==> config.mk <==
export PLATFORM = sky130hd
export DESIGN_NAME = rxm_ctrl_regs
export DESIGN_NICKNAME = d
export VERILOG_FILES = /design/src/logic/rxm_pkg.sv /design/src/logic/rxm_rate_div.sv /design/src/logic/rxm_ctrl_regs.sv
export VERILOG_INCLUDE_DIRS = /design/src /design/src/logic
export SDC_FILE = /design/constraint.sdc
export NUM_CORES = 1
export LEC_CHECK = 0
export BUFFER_PORTS_ARGS = -buffer_cell sky130_fd_sc_hd__buf_2
export CORE_UTILIZATION = 40
export DETAILED_ROUTE_END_ITERATION = 6
export PLACE_DENSITY_LB_ADDON = 0.05
export SLEW_MARGIN = 25
export SYNTH_ARGS = -nofsm -noshare
export SYNTH_HDL_FRONTEND = slang
export SYNTH_SLANG_ARGS = --single-unit
==> constraint.sdc <==
create_clock -name i_clk -period 1.8 [get_ports i_clk]
set_input_delay 0.36 -clock i_clk [delete_from_list [all_inputs] [get_ports i_clk]]
set_output_delay 0.36 -clock i_clk [all_outputs]
set_load 0.05 [all_outputs]
==> src/logic/rxm_map.svh <==
// register offsets, field positions, reset values and timing counts of the mode/self-test block
`ifndef RXM_MAP_SVH
`define RXM_MAP_SVH
`define RXM_ADDR_W 8
`define RXM_OFF_RX_MODE 8'h23
`define RXM_OFF_SELFTEST 8'h24
`define RXM_OFF_IRQ_STATUS 8'h30
`define RXM_OFF_IRQ_MASK 8'h31
`define RXM_OFF_PROTECT_STATUS 8'h32
`define RXM_OFF_CKSUM_COUNT 8'h33
`define RXM_BIT_CKSUM_EN 7
`define RXM_BIT_RATE_HALF 6
`define RXM_BIT_AUTO_AUDIO 5
`define RXM_BIT_BC_FAST 4
`define RXM_BIT_COAX 3
`define RXM_BIT_REPEATER 2
`define RXM_BIT_ST_PIN_CFG 3
`define RXM_BIT_ST_EN 0
`define RXM_RX_MODE_RST 8'h20
`define RXM_SELFTEST_RST 8'h08
`define RXM_REMOTE_CLKSRC_OFF 8'h14
`define RXM_IRQ_CKSUM 0
`define RXM_IRQ_FWD_DONE 1
`define RXM_BC_FAST_MBPS 20
`define RXM_CLK_MHZ 250
`define RXM_BC_FAST_DIV ((`RXM_CLK_MHZ + `RXM_BC_FAST_MBPS - 1) / `RXM_BC_FAST_MBPS)
`endif

==> src/logic/rxm_pkg.sv <==
// types of the receive-mode and self-test control block
package rxm_pkg;
  typedef enum logic [1:0] {RXM_OSC_50, RXM_OSC_25, RXM_OSC_10, RXM_OSC_RSV} rxm_osc_t;
  typedef enum logic [1:0] {RXM_FWD_IDLE, RXM_FWD_SEND, RXM_FWD_DONE} rxm_fwd_t;
endpackage : rxm_pkg

==> src/logic/rxm_rate_div.sv <==
// programmable divider that emits a one-cycle enable pulse every 'div' cycles
`timescale 1ns/1ns
module rxm_rate_div (
  input wire logic i_clk,
  input wire logic i_arst_n,
  input wire logic [9:0] i_div,
  output logic o_tick
);
  logic [9:0] cnt_reg;
  logic [9:0] cnt_next;
  logic tick_next;
  // count down and pulse on wrap
  always_comb begin
    tick_next = 1'b0;
    if (cnt_reg == 10'h000) begin
      tick_next = 1'b1;
      cnt_next = (i_div == 10'h000) ? 10'h000 : i_div - 10'h001;
    end else begin
      cnt_next = cnt_reg - 10'h001;
    end
  end
  // register counter and tick
  always_ff @(posedge i_clk or negedge i_arst_n) begin
    if (!i_arst_n) begin
      cnt_reg <= 10'h000;
      o_tick <= 1'b0;
    end else begin
      cnt_reg <= cnt_next;
      o_tick <= tick_next;
    end
  end
endmodule : rxm_rate_div

==> src/logic/rxm_ctrl_regs.sv <==
// receive-mode and self-test control registers with checksum check and remote forwarding
`timescale 1ns/1ns
`include "rxm_map.svh"
// Behaviour
// - with the checksum enable set, the byte after each video line is compared to the line sum.
// - each checksum mismatch is recorded in the content-protection status register.
// - the rate-half bit sets back-channel divide-by-4 when 0 and divide-by-2 when 1.
// - the fast back-channel bit selects 20 Mbps and overrides the rate-half bit.
// - changing a back-channel rate may cause brief errors that are not suppressed.
// - the auto-audio bit resets to 1 and then audio mode follows received aux codes.
// - cable and fast bits load from the first mode strap pin and stay writable.
// - the cable bit selects twisted pair when 0 and coax when 1.
// - the repeater bit is read-only and reports the latched strap.
// - with auto clock on, bits 5-4 pick 50, 25 or 10 MHz, code 11 reserved.
// - the pin-config bit resets to 1, choosing pin setup, else bits 2:0 set self-test.
// - when self-test is enabled the clock-source field is written to remote offset 0x14.
// - clock-source 00 picks the external pixel clock, any other value the internal one.
module rxm_ctrl_regs import rxm_pkg::*; (
  input wire logic i_clk,
  input wire logic i_arst_n,
  input wire logic [7:0] i_addr,
  input wire logic [7:0] i_wdata,
  input wire logic i_wr,
  input wire logic i_rd,
  output logic [7:0] o_rdata,
  input wire logic i_mode_strap_pin_1,
  input wire logic i_repeater_strap,
  input wire logic i_auto_clock_en,
  input wire logic [7:0] i_osc_divider_setting,
  input wire logic i_selftest_pin_en,
  input wire logic [2:0] i_selftest_pin_cfg,
  input wire logic [1:0] i_aux_audio_mode,
  input wire logic [1:0] i_reg_audio_mode,
  input wire logic i_pix_valid,
  input wire logic [7:0] i_pix_byte,
  input wire logic i_line_end,
  input wire logic i_cksum_valid,
  input wire logic [7:0] i_cksum_byte,
  input wire logic i_remote_ready,
  output logic o_remote_wr,
  output logic [7:0] o_remote_addr,
  output logic [7:0] o_remote_wdata,
  output logic o_bc_tick,
  output logic o_bc_fast,
  output logic o_coax_mode,
  output logic [1:0] o_audio_mode,
  output logic [1:0] o_osc_rx_clock_rate,
  output logic o_osc_clock_on,
  output logic o_selftest_en,
  output logic o_selftest_internal_clk,
  output logic o_irq
);
  logic [7:0] rx_mode_reg;
  logic [7:0] rx_mode_next;
  logic [7:0] selftest_reg;
  logic [7:0] selftest_next;
  logic [7:0] irq_status_reg;
  logic [7:0] irq_status_next;
  logic [7:0] irq_mask_reg;
  logic [7:0] irq_mask_next;
  logic [7:0] protect_status_reg;
  logic [7:0] protect_status_next;
  logic [7:0] cksum_count_reg;
  logic [7:0] cksum_count_next;
  logic repeater_reg;
  logic repeater_next;
  logic strap_done_reg;
  logic strap_done_next;
  logic [7:0] line_sum_reg;
  logic [7:0] line_sum_next;
  logic cksum_pend_reg;
  logic cksum_pend_next;
  logic cksum_err;
  logic [7:0] rdata_next;
  rxm_fwd_t fwd_reg;
  rxm_fwd_t fwd_next;
  logic [7:0] fwd_data_reg;
  logic [7:0] fwd_data_next;
  logic st_en_d_reg;
  logic fwd_done_evt;
  logic [9:0] bc_div;
  logic st_en_eff;
  logic [2:0] st_cfg_eff;

  // self-test setup comes from the pin or from the register field
  always_comb begin
    if (selftest_reg[`RXM_BIT_ST_PIN_CFG]) begin
      st_en_eff = i_selftest_pin_en;
      st_cfg_eff = i_selftest_pin_cfg;
    end else begin
      st_en_eff = selftest_reg[`RXM_BIT_ST_EN];
      st_cfg_eff = selftest_reg[2:0];
    end
  end

  // back-channel period: RXM_BC_FAST_DIV when fast, else osc divider times 2 or 4, so divide-by-4 is the slower rate
  always_comb begin
    if (rx_mode_reg[`RXM_BIT_BC_FAST]) begin
      bc_div = 10'(`RXM_BC_FAST_DIV);
    end else if (rx_mode_reg[`RXM_BIT_RATE_HALF]) begin
      bc_div = {1'b0, i_osc_divider_setting, 1'b0};
    end else begin
      bc_div = {i_osc_divider_setting, 2'b00};
    end
  end

  // rate changes take effect at the divider's next reload after the current count; transient link errors are tolerated
  rxm_rate_div u_bc_div (
    .i_clk(i_clk),
    .i_arst_n(i_arst_n),
    .i_div(bc_div),
    .o_tick(o_bc_tick)
  );

  // line checksum accumulation and compare
  always_comb begin
    line_sum_next = line_sum_reg;
    cksum_pend_next = cksum_pend_reg;
    cksum_err = 1'b0;
    if (i_pix_valid) begin
      line_sum_next = line_sum_reg + i_pix_byte;
    end
    if (i_line_end) begin
      cksum_pend_next = rx_mode_reg[`RXM_BIT_CKSUM_EN];
    end
    if (i_cksum_valid && cksum_pend_reg) begin
      cksum_err = (i_cksum_byte != line_sum_reg);
      cksum_pend_next = 1'b0;
      line_sum_next = 8'h00;
    end else if (i_cksum_valid) begin
      line_sum_next = 8'h00;
    end
  end

  // forward clock-source field to the remote serializer on self-test enable
  always_comb begin
    fwd_next = fwd_reg;
    fwd_data_next = fwd_data_reg;
    fwd_done_evt = 1'b0;
    case (fwd_reg)
      RXM_FWD_IDLE: begin
        if (st_en_eff && !st_en_d_reg) begin
          fwd_data_next = {6'h00, st_cfg_eff[2:1]};
          fwd_next = RXM_FWD_SEND;
        end
      end
      RXM_FWD_SEND: begin
        if (i_remote_ready) begin
          fwd_next = RXM_FWD_DONE;
        end
      end
      RXM_FWD_DONE: begin
        fwd_done_evt = 1'b1;
        fwd_next = RXM_FWD_IDLE;
      end
      default: begin
        fwd_next = RXM_FWD_IDLE;
      end
    endcase
  end

  // register file writes, strap capture and event flags
  always_comb begin
    rx_mode_next = rx_mode_reg;
    selftest_next = selftest_reg;
    irq_mask_next = irq_mask_reg;
    irq_status_next = irq_status_reg;
    protect_status_next = protect_status_reg;
    cksum_count_next = cksum_count_reg;
    repeater_next = repeater_reg;
    strap_done_next = 1'b1;
    if (!strap_done_reg) begin
      rx_mode_next[`RXM_BIT_BC_FAST] = i_mode_strap_pin_1;
      rx_mode_next[`RXM_BIT_COAX] = i_mode_strap_pin_1;
      repeater_next = i_repeater_strap;
    end
    if (i_wr) begin
      case (i_addr)
        `RXM_OFF_RX_MODE: begin
          rx_mode_next = i_wdata; // reserved bits stored, unused
        end
        `RXM_OFF_SELFTEST: begin
          selftest_next = i_wdata;
        end
        `RXM_OFF_IRQ_MASK: begin
          irq_mask_next = i_wdata;
        end
        `RXM_OFF_IRQ_STATUS: begin
          irq_status_next = irq_status_reg & ~i_wdata;
        end
        `RXM_OFF_PROTECT_STATUS: begin
          protect_status_next = protect_status_reg & ~i_wdata;
        end
        default: begin
        end
      endcase
    end
    // hardware set wins over a same-cycle clear
    if (cksum_err) begin
      protect_status_next[0] = 1'b1;
      irq_status_next[`RXM_IRQ_CKSUM] = 1'b1;
      if (cksum_count_reg != 8'hff) begin
        cksum_count_next = cksum_count_reg + 8'h01;
      end
    end
    if (fwd_done_evt) begin
      irq_status_next[`RXM_IRQ_FWD_DONE] = 1'b1;
    end
  end

  // read mux, data one cycle after the strobe
  always_comb begin
    rdata_next = 8'h00;
    if (i_rd) begin
      case (i_addr)
        `RXM_OFF_RX_MODE: begin
          rdata_next = rx_mode_reg;
          rdata_next[`RXM_BIT_REPEATER] = repeater_reg;
        end
        `RXM_OFF_SELFTEST: rdata_next = selftest_reg;
        `RXM_OFF_IRQ_STATUS: rdata_next = irq_status_reg;
        `RXM_OFF_IRQ_MASK: rdata_next = irq_mask_reg;
        `RXM_OFF_PROTECT_STATUS: rdata_next = protect_status_reg;
        `RXM_OFF_CKSUM_COUNT: rdata_next = cksum_count_reg;
        default: rdata_next = 8'h00;
      endcase
    end
  end

  // state registers
  always_ff @(posedge i_clk or negedge i_arst_n) begin
    if (!i_arst_n) begin
      rx_mode_reg <= `RXM_RX_MODE_RST;
      selftest_reg <= `RXM_SELFTEST_RST;
      irq_status_reg <= 8'h00;
      irq_mask_reg <= 8'h00;
      protect_status_reg <= 8'h00;
      cksum_count_reg <= 8'h00;
      repeater_reg <= 1'b0;
      strap_done_reg <= 1'b0;
      line_sum_reg <= 8'h00;
      cksum_pend_reg <= 1'b0;
      o_rdata <= 8'h00;
      fwd_reg <= RXM_FWD_IDLE;
      fwd_data_reg <= 8'h00;
      st_en_d_reg <= 1'b0;
    end else begin
      rx_mode_reg <= rx_mode_next;
      selftest_reg <= selftest_next;
      irq_status_reg <= irq_status_next;
      irq_mask_reg <= irq_mask_next;
      protect_status_reg <= protect_status_next;
      cksum_count_reg <= cksum_count_next;
      repeater_reg <= repeater_next;
      strap_done_reg <= strap_done_next;
      line_sum_reg <= line_sum_next;
      cksum_pend_reg <= cksum_pend_next;
      o_rdata <= rdata_next;
      fwd_reg <= fwd_next;
      fwd_data_reg <= fwd_data_next;
      st_en_d_reg <= st_en_eff;
    end
  end

  // mode outputs
  assign o_bc_fast = rx_mode_reg[`RXM_BIT_BC_FAST];
  assign o_coax_mode = rx_mode_reg[`RXM_BIT_COAX];
  assign o_audio_mode = rx_mode_reg[`RXM_BIT_AUTO_AUDIO] ?
    i_aux_audio_mode : i_reg_audio_mode;
  assign o_osc_rx_clock_rate = selftest_reg[5:4];
  assign o_osc_clock_on = i_auto_clock_en && (selftest_reg[5:4] != 2'(RXM_OSC_RSV));
  assign o_selftest_en = st_en_eff;
  assign o_selftest_internal_clk = (st_cfg_eff[2:1] != 2'b00);
  assign o_remote_wr = (fwd_reg == RXM_FWD_SEND);
  assign o_remote_addr = `RXM_REMOTE_CLKSRC_OFF;
  assign o_remote_wdata = fwd_data_reg;
  assign o_irq = |(irq_status_reg & irq_mask_reg);

  // checks
  property p_fast_override;
    @(posedge i_clk) disable iff (!i_arst_n)
    rx_mode_reg[`RXM_BIT_BC_FAST] |-> bc_div == 10'(`RXM_BC_FAST_DIV);
  endproperty
  a_fast_override: assert property (p_fast_override) else $error("fast rate not used");
  property p_half_rate;
    @(posedge i_clk) disable iff (!i_arst_n)
    (!rx_mode_reg[4] && rx_mode_reg[6]) |-> bc_div == {1'b0, i_osc_divider_setting, 1'b0};
  endproperty
  a_half_rate: assert property (p_half_rate) else $error("divide-by-2 wrong");
  property p_cksum_flag;
    @(posedge i_clk) disable iff (!i_arst_n)
    cksum_err |=> protect_status_reg[0] && irq_status_reg[`RXM_IRQ_CKSUM];
  endproperty
  a_cksum_flag: assert property (p_cksum_flag) else $error("mismatch not recorded");
  property p_protect_sticky;
    @(posedge i_clk) disable iff (!i_arst_n)
    protect_status_reg[0] && !(i_wr && i_addr == `RXM_OFF_PROTECT_STATUS && i_wdata[0])
      |=> protect_status_reg[0];
  endproperty
  a_protect_sticky: assert property (p_protect_sticky) else $error("failure flag lost");
  property p_cksum_gate;
    @(posedge i_clk) disable iff (!i_arst_n)
    (i_line_end && !rx_mode_reg[7]) |=> !cksum_pend_reg;
  endproperty
  a_cksum_gate: assert property (p_cksum_gate) else $error("check while disabled");
  property p_strap_load;
    @(posedge i_clk) disable iff (!i_arst_n)
    !strap_done_reg && !i_wr |=> rx_mode_reg[4] == $past(i_mode_strap_pin_1)
      && rx_mode_reg[3] == rx_mode_reg[4];
  endproperty
  a_strap_load: assert property (p_strap_load) else $error("strap not loaded");
  property p_repeater_ro;
    @(posedge i_clk) disable iff (!i_arst_n)
    strap_done_reg |=> $stable(repeater_reg);
  endproperty
  a_repeater_ro: assert property (p_repeater_ro) else $error("repeater bit changed");
  property p_fwd_start;
    @(posedge i_clk) disable iff (!i_arst_n)
    (fwd_reg == RXM_FWD_IDLE && st_en_eff && !st_en_d_reg)
      |=> o_remote_wr && o_remote_wdata[1:0] == $past(st_cfg_eff[2:1]);
  endproperty
  a_fwd_start: assert property (p_fwd_start) else $error("clock source not forwarded");
  property p_fwd_hold;
    @(posedge i_clk) disable iff (!i_arst_n)
    (o_remote_wr && !i_remote_ready) |=> o_remote_wr && $stable(o_remote_wdata);
  endproperty
  a_fwd_hold: assert property (p_fwd_hold) else $error("remote write dropped");
  property p_fwd_irq;
    @(posedge i_clk) disable iff (!i_arst_n)
    (o_remote_wr && i_remote_ready) |=> ##1 irq_status_reg[`RXM_IRQ_FWD_DONE];
  endproperty
  a_fwd_irq: assert property (p_fwd_irq) else $error("forward done not flagged");
  property p_auto_audio;
    @(posedge i_clk) disable iff (!i_arst_n)
    rx_mode_reg[`RXM_BIT_AUTO_AUDIO] |-> o_audio_mode == i_aux_audio_mode;
  endproperty
  a_auto_audio: assert property (p_auto_audio) else $error("aux audio code ignored");
  property p_osc_reserved;
    @(posedge i_clk) disable iff (!i_arst_n)
    (selftest_reg[5:4] == 2'b11) |-> !o_osc_clock_on;
  endproperty
  a_osc_reserved: assert property (p_osc_reserved) else $error("reserved rate used");
  property p_pin_cfg;
    @(posedge i_clk) disable iff (!i_arst_n)
    selftest_reg[3] |-> o_selftest_en == i_selftest_pin_en;
  endproperty
  a_pin_cfg: assert property (p_pin_cfg) else $error("pin config ignored");
endmodule : rxm_ctrl_regs

# After elaboration in Yosys (flattened, before gate mapping)
# Index checks and enable logic that the tools add are counted.
# word_totals
inputBits	59
regBits	83
elab_cells	98
out_inout_bits	36
# classes
n_bitwise	4
add_sub_neg	4
reduce_logical	27
eq_ne	13
mux	30
# op_table
op	count
8-bit by 6-bit == test with 1-bit output (second input constant)	6
8-bit one-hot mux with 6 select lines	1
10-bit two-way mux	4
8-bit two-way mux	4
8-bit bitwise AND	3
2-bit AND reduction	11
10-bit zero test	2
10-bit by 1-bit subtractor with 10-bit output (second input constant)	2
2-bit nonzero test	7
2-bit two-way mux	6
1-bit two-way mux	11
5-bit two-way mux	2
8-bit by 1-bit adder with 8-bit output (second input constant)	1
8-bit adder	1
8-bit != test	1
8-bit != test (second input constant)	1
8-bit NOT	1
8-bit OR reduction	1
2-bit != test (second input constant)	3
2-bit one-hot mux with 2 select lines	1
1-bit logical AND	3
3-bit two-way mux	1
3-bit nonzero test	1
2-bit by 1-bit == test with 1-bit output (second input constant)	1
other kinds (3)	3

# Logic depth before layout (Yosys ltp)
# depth
ltp_word	5
ltp_mapped	8
depth_no_buf	7

# Modules after synthesis
# A second synthesis with hierarchy kept.
# unflattened
hier_cells	424
hier_area_um2	4675.7
# by_module_without_submodules
module	area_each_um2	cells_per_inst	seq_area_each_um2	instances
rxm_ctrl_regs	3937.5	350	1779.2	1
rxm_rate_div	738.2	74	275.3	1

# Least setup slack after synthesis
# No wires, ideal clock.
# synth_path
path_type	register to output
start	register selftest_reg[3]
end	output port o_selftest_internal_clk
setup_slack_ps	-155
n_path_buf	1
path_stages_with_launch	4
required_ps	1440
t_arrival_ps	1595
cell_sequence	dfstp_2 -> clkbuf_1 -> nor3_1 -> a21oi_1
# synth_via
elab_chain_cells	2
# synth_rtl
element	line	rtl
from (decl)	rxm_ctrl_regs.sv:55	logic [7:0] selftest_reg;
from (signal assigned)	rxm_ctrl_regs.sv:234	selftest_reg <= `RXM_SELFTEST_RST;
from (signal assigned)	rxm_ctrl_regs.sv:249	selftest_reg <= selftest_next;
3-bit two-way mux	rxm_ctrl_regs.sv:87	if (selftest_reg[`RXM_BIT_ST_PIN_CFG]) begin
2-bit nonzero test	rxm_ctrl_regs.sv:273	assign o_selftest_internal_clk = (st_cfg_eff[2:1] != 2'b00);
to (decl)	rxm_ctrl_regs.sv:50	output logic o_selftest_internal_clk,
# No other way between the ends.

# Final worst setup path
# layout_path
start	register rx_mode_reg[5]
end	output port o_audio_mode[0]
# layout_via
elab_chain_cells	1
# layout_rtl
element	line	rtl
from (decl)	rxm_ctrl_regs.sv:53	logic [7:0] rx_mode_reg;
from (signal assigned)	rxm_ctrl_regs.sv:233	rx_mode_reg <= `RXM_RX_MODE_RST;
from (signal assigned)	rxm_ctrl_regs.sv:248	rx_mode_reg <= rx_mode_next;
2-bit two-way mux	rxm_ctrl_regs.sv:268	assign o_audio_mode = rx_mode_reg[`RXM_BIT_AUTO_AUDIO] ?
to (decl)	rxm_ctrl_regs.sv:46	output logic [1:0] o_audio_mode,
# No other way between the ends.

==> impl_metrics.env <==
export IMPL_required_ns=1.44
export IMPL_syn_inst=412
export IMPL_place_area_sq_um=5360
export IMPL_grt_pass1_wl_mm=17.9
export IMPL_stdcell_count=680
export IMPL_crit_chain="mux2_2 -> buf_4"
export IMPL_maxCapViolations=0
export IMPL_ys_seq_area_share_pct=45.2
export IMPL_layout_commonest_cell="dfrtp_1"
export IMPL_run_status="complete, no violations"
export IMPL_hpwl_mm=8.16
export IMPL_dr_first_iter_drc_count=166
export IMPL_antenna_left=0
export IMPL_ys_types=65
export IMPL_ir_drop_uv=499
export IMPL_finalHoldViolations=0
export IMPL_synth_edf_count=0
export IMPL_via_count=3587
export IMPL_fin_skew_ns=0.00806
export IMPL_cts_root_buf="clkbuf_16"
export IMPL_viasPerCell=5.28
export IMPL_place_gp_congestion=0.750
export IMPL_worstSetupPathType="reg2out"
export IMPL_p_per_area_nw_per_um2=857
export IMPL_finalSetupViolCount=0
export IMPL_hp_class="in2reg"
export IMPL_antenna_found_initial=0
export IMPL_final_cell_area_sq_um=5800
export IMPL_cts_tree="yes"
export IMPL_cts_buffer_depth=2
export IMPL_numPortBuffers=79
export IMPL_synth_main_ff_cell="dfrtp_1"
export IMPL_cts_buffers=9
export IMPL_fin_crit_sh_pct=98.0
export IMPL_die_area_sq_um=11800
export IMPL_critPathSlowestCell="dfstp_2"
export IMPL_core_area_sq_um=10900
export IMPL_placed_cells=659
export IMPL_layout_common_cells="80 x dfrtp_1, 74 x buf_2, 51 x buf_4, 31 x nor2_1, 27 x mux2_2"
export IMPL_wl_mm=10.8
export IMPL_synth_warnings=0
export IMPL_grt_use_total_pct=19.8
export IMPL_dieWidth_um=109
export IMPL_synthArstFlopShare_pct=100
export IMPL_die_h_um=109
export IMPL_firstDrtPassIters=4
export IMPL_rsz0062_at_grt="yes"
export IMPL_drc=0
export IMPL_slowest_delay_ns=0.56
export IMPL_insertion_delay_ns=0.33
export IMPL_period_needed_ns=1.76
export IMPL_grt_overflow=0
export IMPL_grt_pass1_vias=3603
export IMPL_largest_reg_flops=10
export IMPL_start_kind="flop"
export IMPL_grt_max_degree=30
export IMPL_p_leak_nw=2.73
export IMPL_cts_max_level=3
export IMPL_worstPathArrival_ns=1.40
export IMPL_cts_sinks=82
export IMPL_ys_ff_latch=82
export IMPL_cp_end_kind="output pin"
export IMPL_clk_pin_slew_ns=0.06
export IMPL_fin_nets=604
export IMPL_io_pins=95
export IMPL_crit_path_max_fanout=4
export IMPL_slew_viol_final=0
export IMPL_row_count=38
export IMPL_cpLargestDelayFamily="flip-flops"
export IMPL_fmax_mhz=567
export IMPL_post_drt_wl_per_cell_um=15.9
export IMPL_syn_area_per_cell_sq_um=11.0
export IMPL_layout_drive_gt1_share_pct=38.7
export IMPL_synth_area_sq_um=4540
export IMPL_diodes=0
export IMPL_area_growth_pct=27.7
export IMPL_crit_buf_inv=1
export IMPL_start_util_pct=41.5
## area by class of cell
cell class | count | area, sq um
clock inverters | 6 | 90.1
clock buffers | 10 | 229
multi-input cells | 306 | 2390
repair buffers | 131 | 846
well taps | 140 | 175
inverters | 5 | 18.8
fillers | 1002 | 5130
flip-flops and latches | 82 | 2050
## logic make-up after synthesis
kind of cell / synth area share, %
xor gates and xnor gates: 4.43
buffers and inverters: 4.93
other: 0.165
muxes: 12.4
AOI/OAI and AO/OA: 15.3
DFF: 45.2
adders and majority gates: 2.92
and+or+nand+nor: 14.6
## path summary, 6_finish.rpt
kind	startpoint	slack, ns	end	depth (start not counted)
setup / recovery	rx_mode_reg[5]	0.04	o_audio_mode[0]	2
hold / removal	i_remote_ready	0.21	fwd_reg[0]	2
setup reg to reg	line_sum_reg[1]	0.04	line_sum_reg[7]	6
hold reg to reg	o_remote_wdata[1]	0.48	o_remote_wdata[1]	2
max in group asynchronous	i_arst_n	0.72	rx_mode_reg[5]	3
min in group asynchronous	i_arst_n	0.51	line_sum_reg[4]	2
## synth_stat cells (all sizes together) (2+ instances only)
library cell | count | area share [%]
o31ai | 2 | 0.33
nand4 | 6 | 0.83
clkbuf | 8 | 0.69
xor2 | 9 | 1.7
o21ai | 17 | 1.9
conb | 2 | 0.17
nor2 | 31 | 2.6
a211oi | 2 | 0.33
inv | 5 | 0.41
dfstp | 2 | 1.2
dfrtp | 80 | 44
nor4 | 4 | 0.88
a21bo | 2 | 0.44
ha | 9 | 2.5
a22oi | 13 | 2.1
nand3 | 14 | 1.8
a21o | 3 | 0.50
o21bai | 2 | 0.33
buf | 24 | 3.8
mux2 | 28 | 6.9
or3 | 2 | 0.28
nand2 | 19 | 1.6
mux2i | 7 | 1.5
xnor2 | 14 | 2.7
a31oi | 2 | 0.28
nand2b | 2 | 0.28
mux4 | 8 | 4.0
a22o | 9 | 1.7
nor4b | 4 | 1.1
and3 | 4 | 0.58
a21boi | 14 | 2.3
nor3 | 12 | 1.6
and4b | 2 | 0.44
nor2b | 2 | 0.28
or4 | 3 | 0.50
a21oi | 20 | 2.3
o211ai | 9 | 1.6
## report_power, final
part	switching (mW)	internal [mW]	total, mW
Clock	0.754	1.22	1.98
Combinational	0.519	0.420	0.939
Sequential	0.0929	1.96	2.05
## metrics by stage
stage | setup slack (ns) | utilization, % | total power [mW] | hold WS (ns) | TNS [ns]
6_report | 0.0352 | 53.1 | 4.97 | 0.210 | 0
5_1_grt | -0.0306 | 53.1 | 5.20 | 0.216 | -0.0591
4_1_cts | -0.00160 | 52.6 | 5.01 | 0.199 | -0.00160
3_5_place_dp | -0.135 | 49.0 | 3.00 | 0.330 | -1.19
3_3_place_gp | -0.121 | 49.0 | 2.98 | 0.331 | -0.855
2_1_floorplan | 0.00472 | - | 2.66 | 0.0644 | 0
## per-layer routing
layer	vias to the layer above	global-route usage (%)	wire (um)	share of wire (%)
met4	0	5.89	103	0.95
met3	9	2.47	367	3.4
met2	76	33.7	5360	50
met1	1756	26.4	4950	46
met5	-	0	0	0
li1	1746	-	-	-
## timing repair
| action | CTS | global route |
|---|---|---|
| hold buffers | 1 | 0 |
| endpoints found under the setup margin | 8 | 16 |
| setup buffers | 4 | 0 |
| resized for setup | 8 | 12 |
| pin swaps | 1 | 4 |
| endpoints found under the hold margin | 26 | 0 |
## worst register-to-register path, stage by stage (launching register included)
cell and delay, ns:
dfrtp_1 0.38, ha_1 0.32, a211oi_2 0.09, nor3_1 0.22
mux2_2 0.37, a21o_1 0.15, a21oi_1 0.14
No activity file was read; power rests on OpenSTA's default activity.
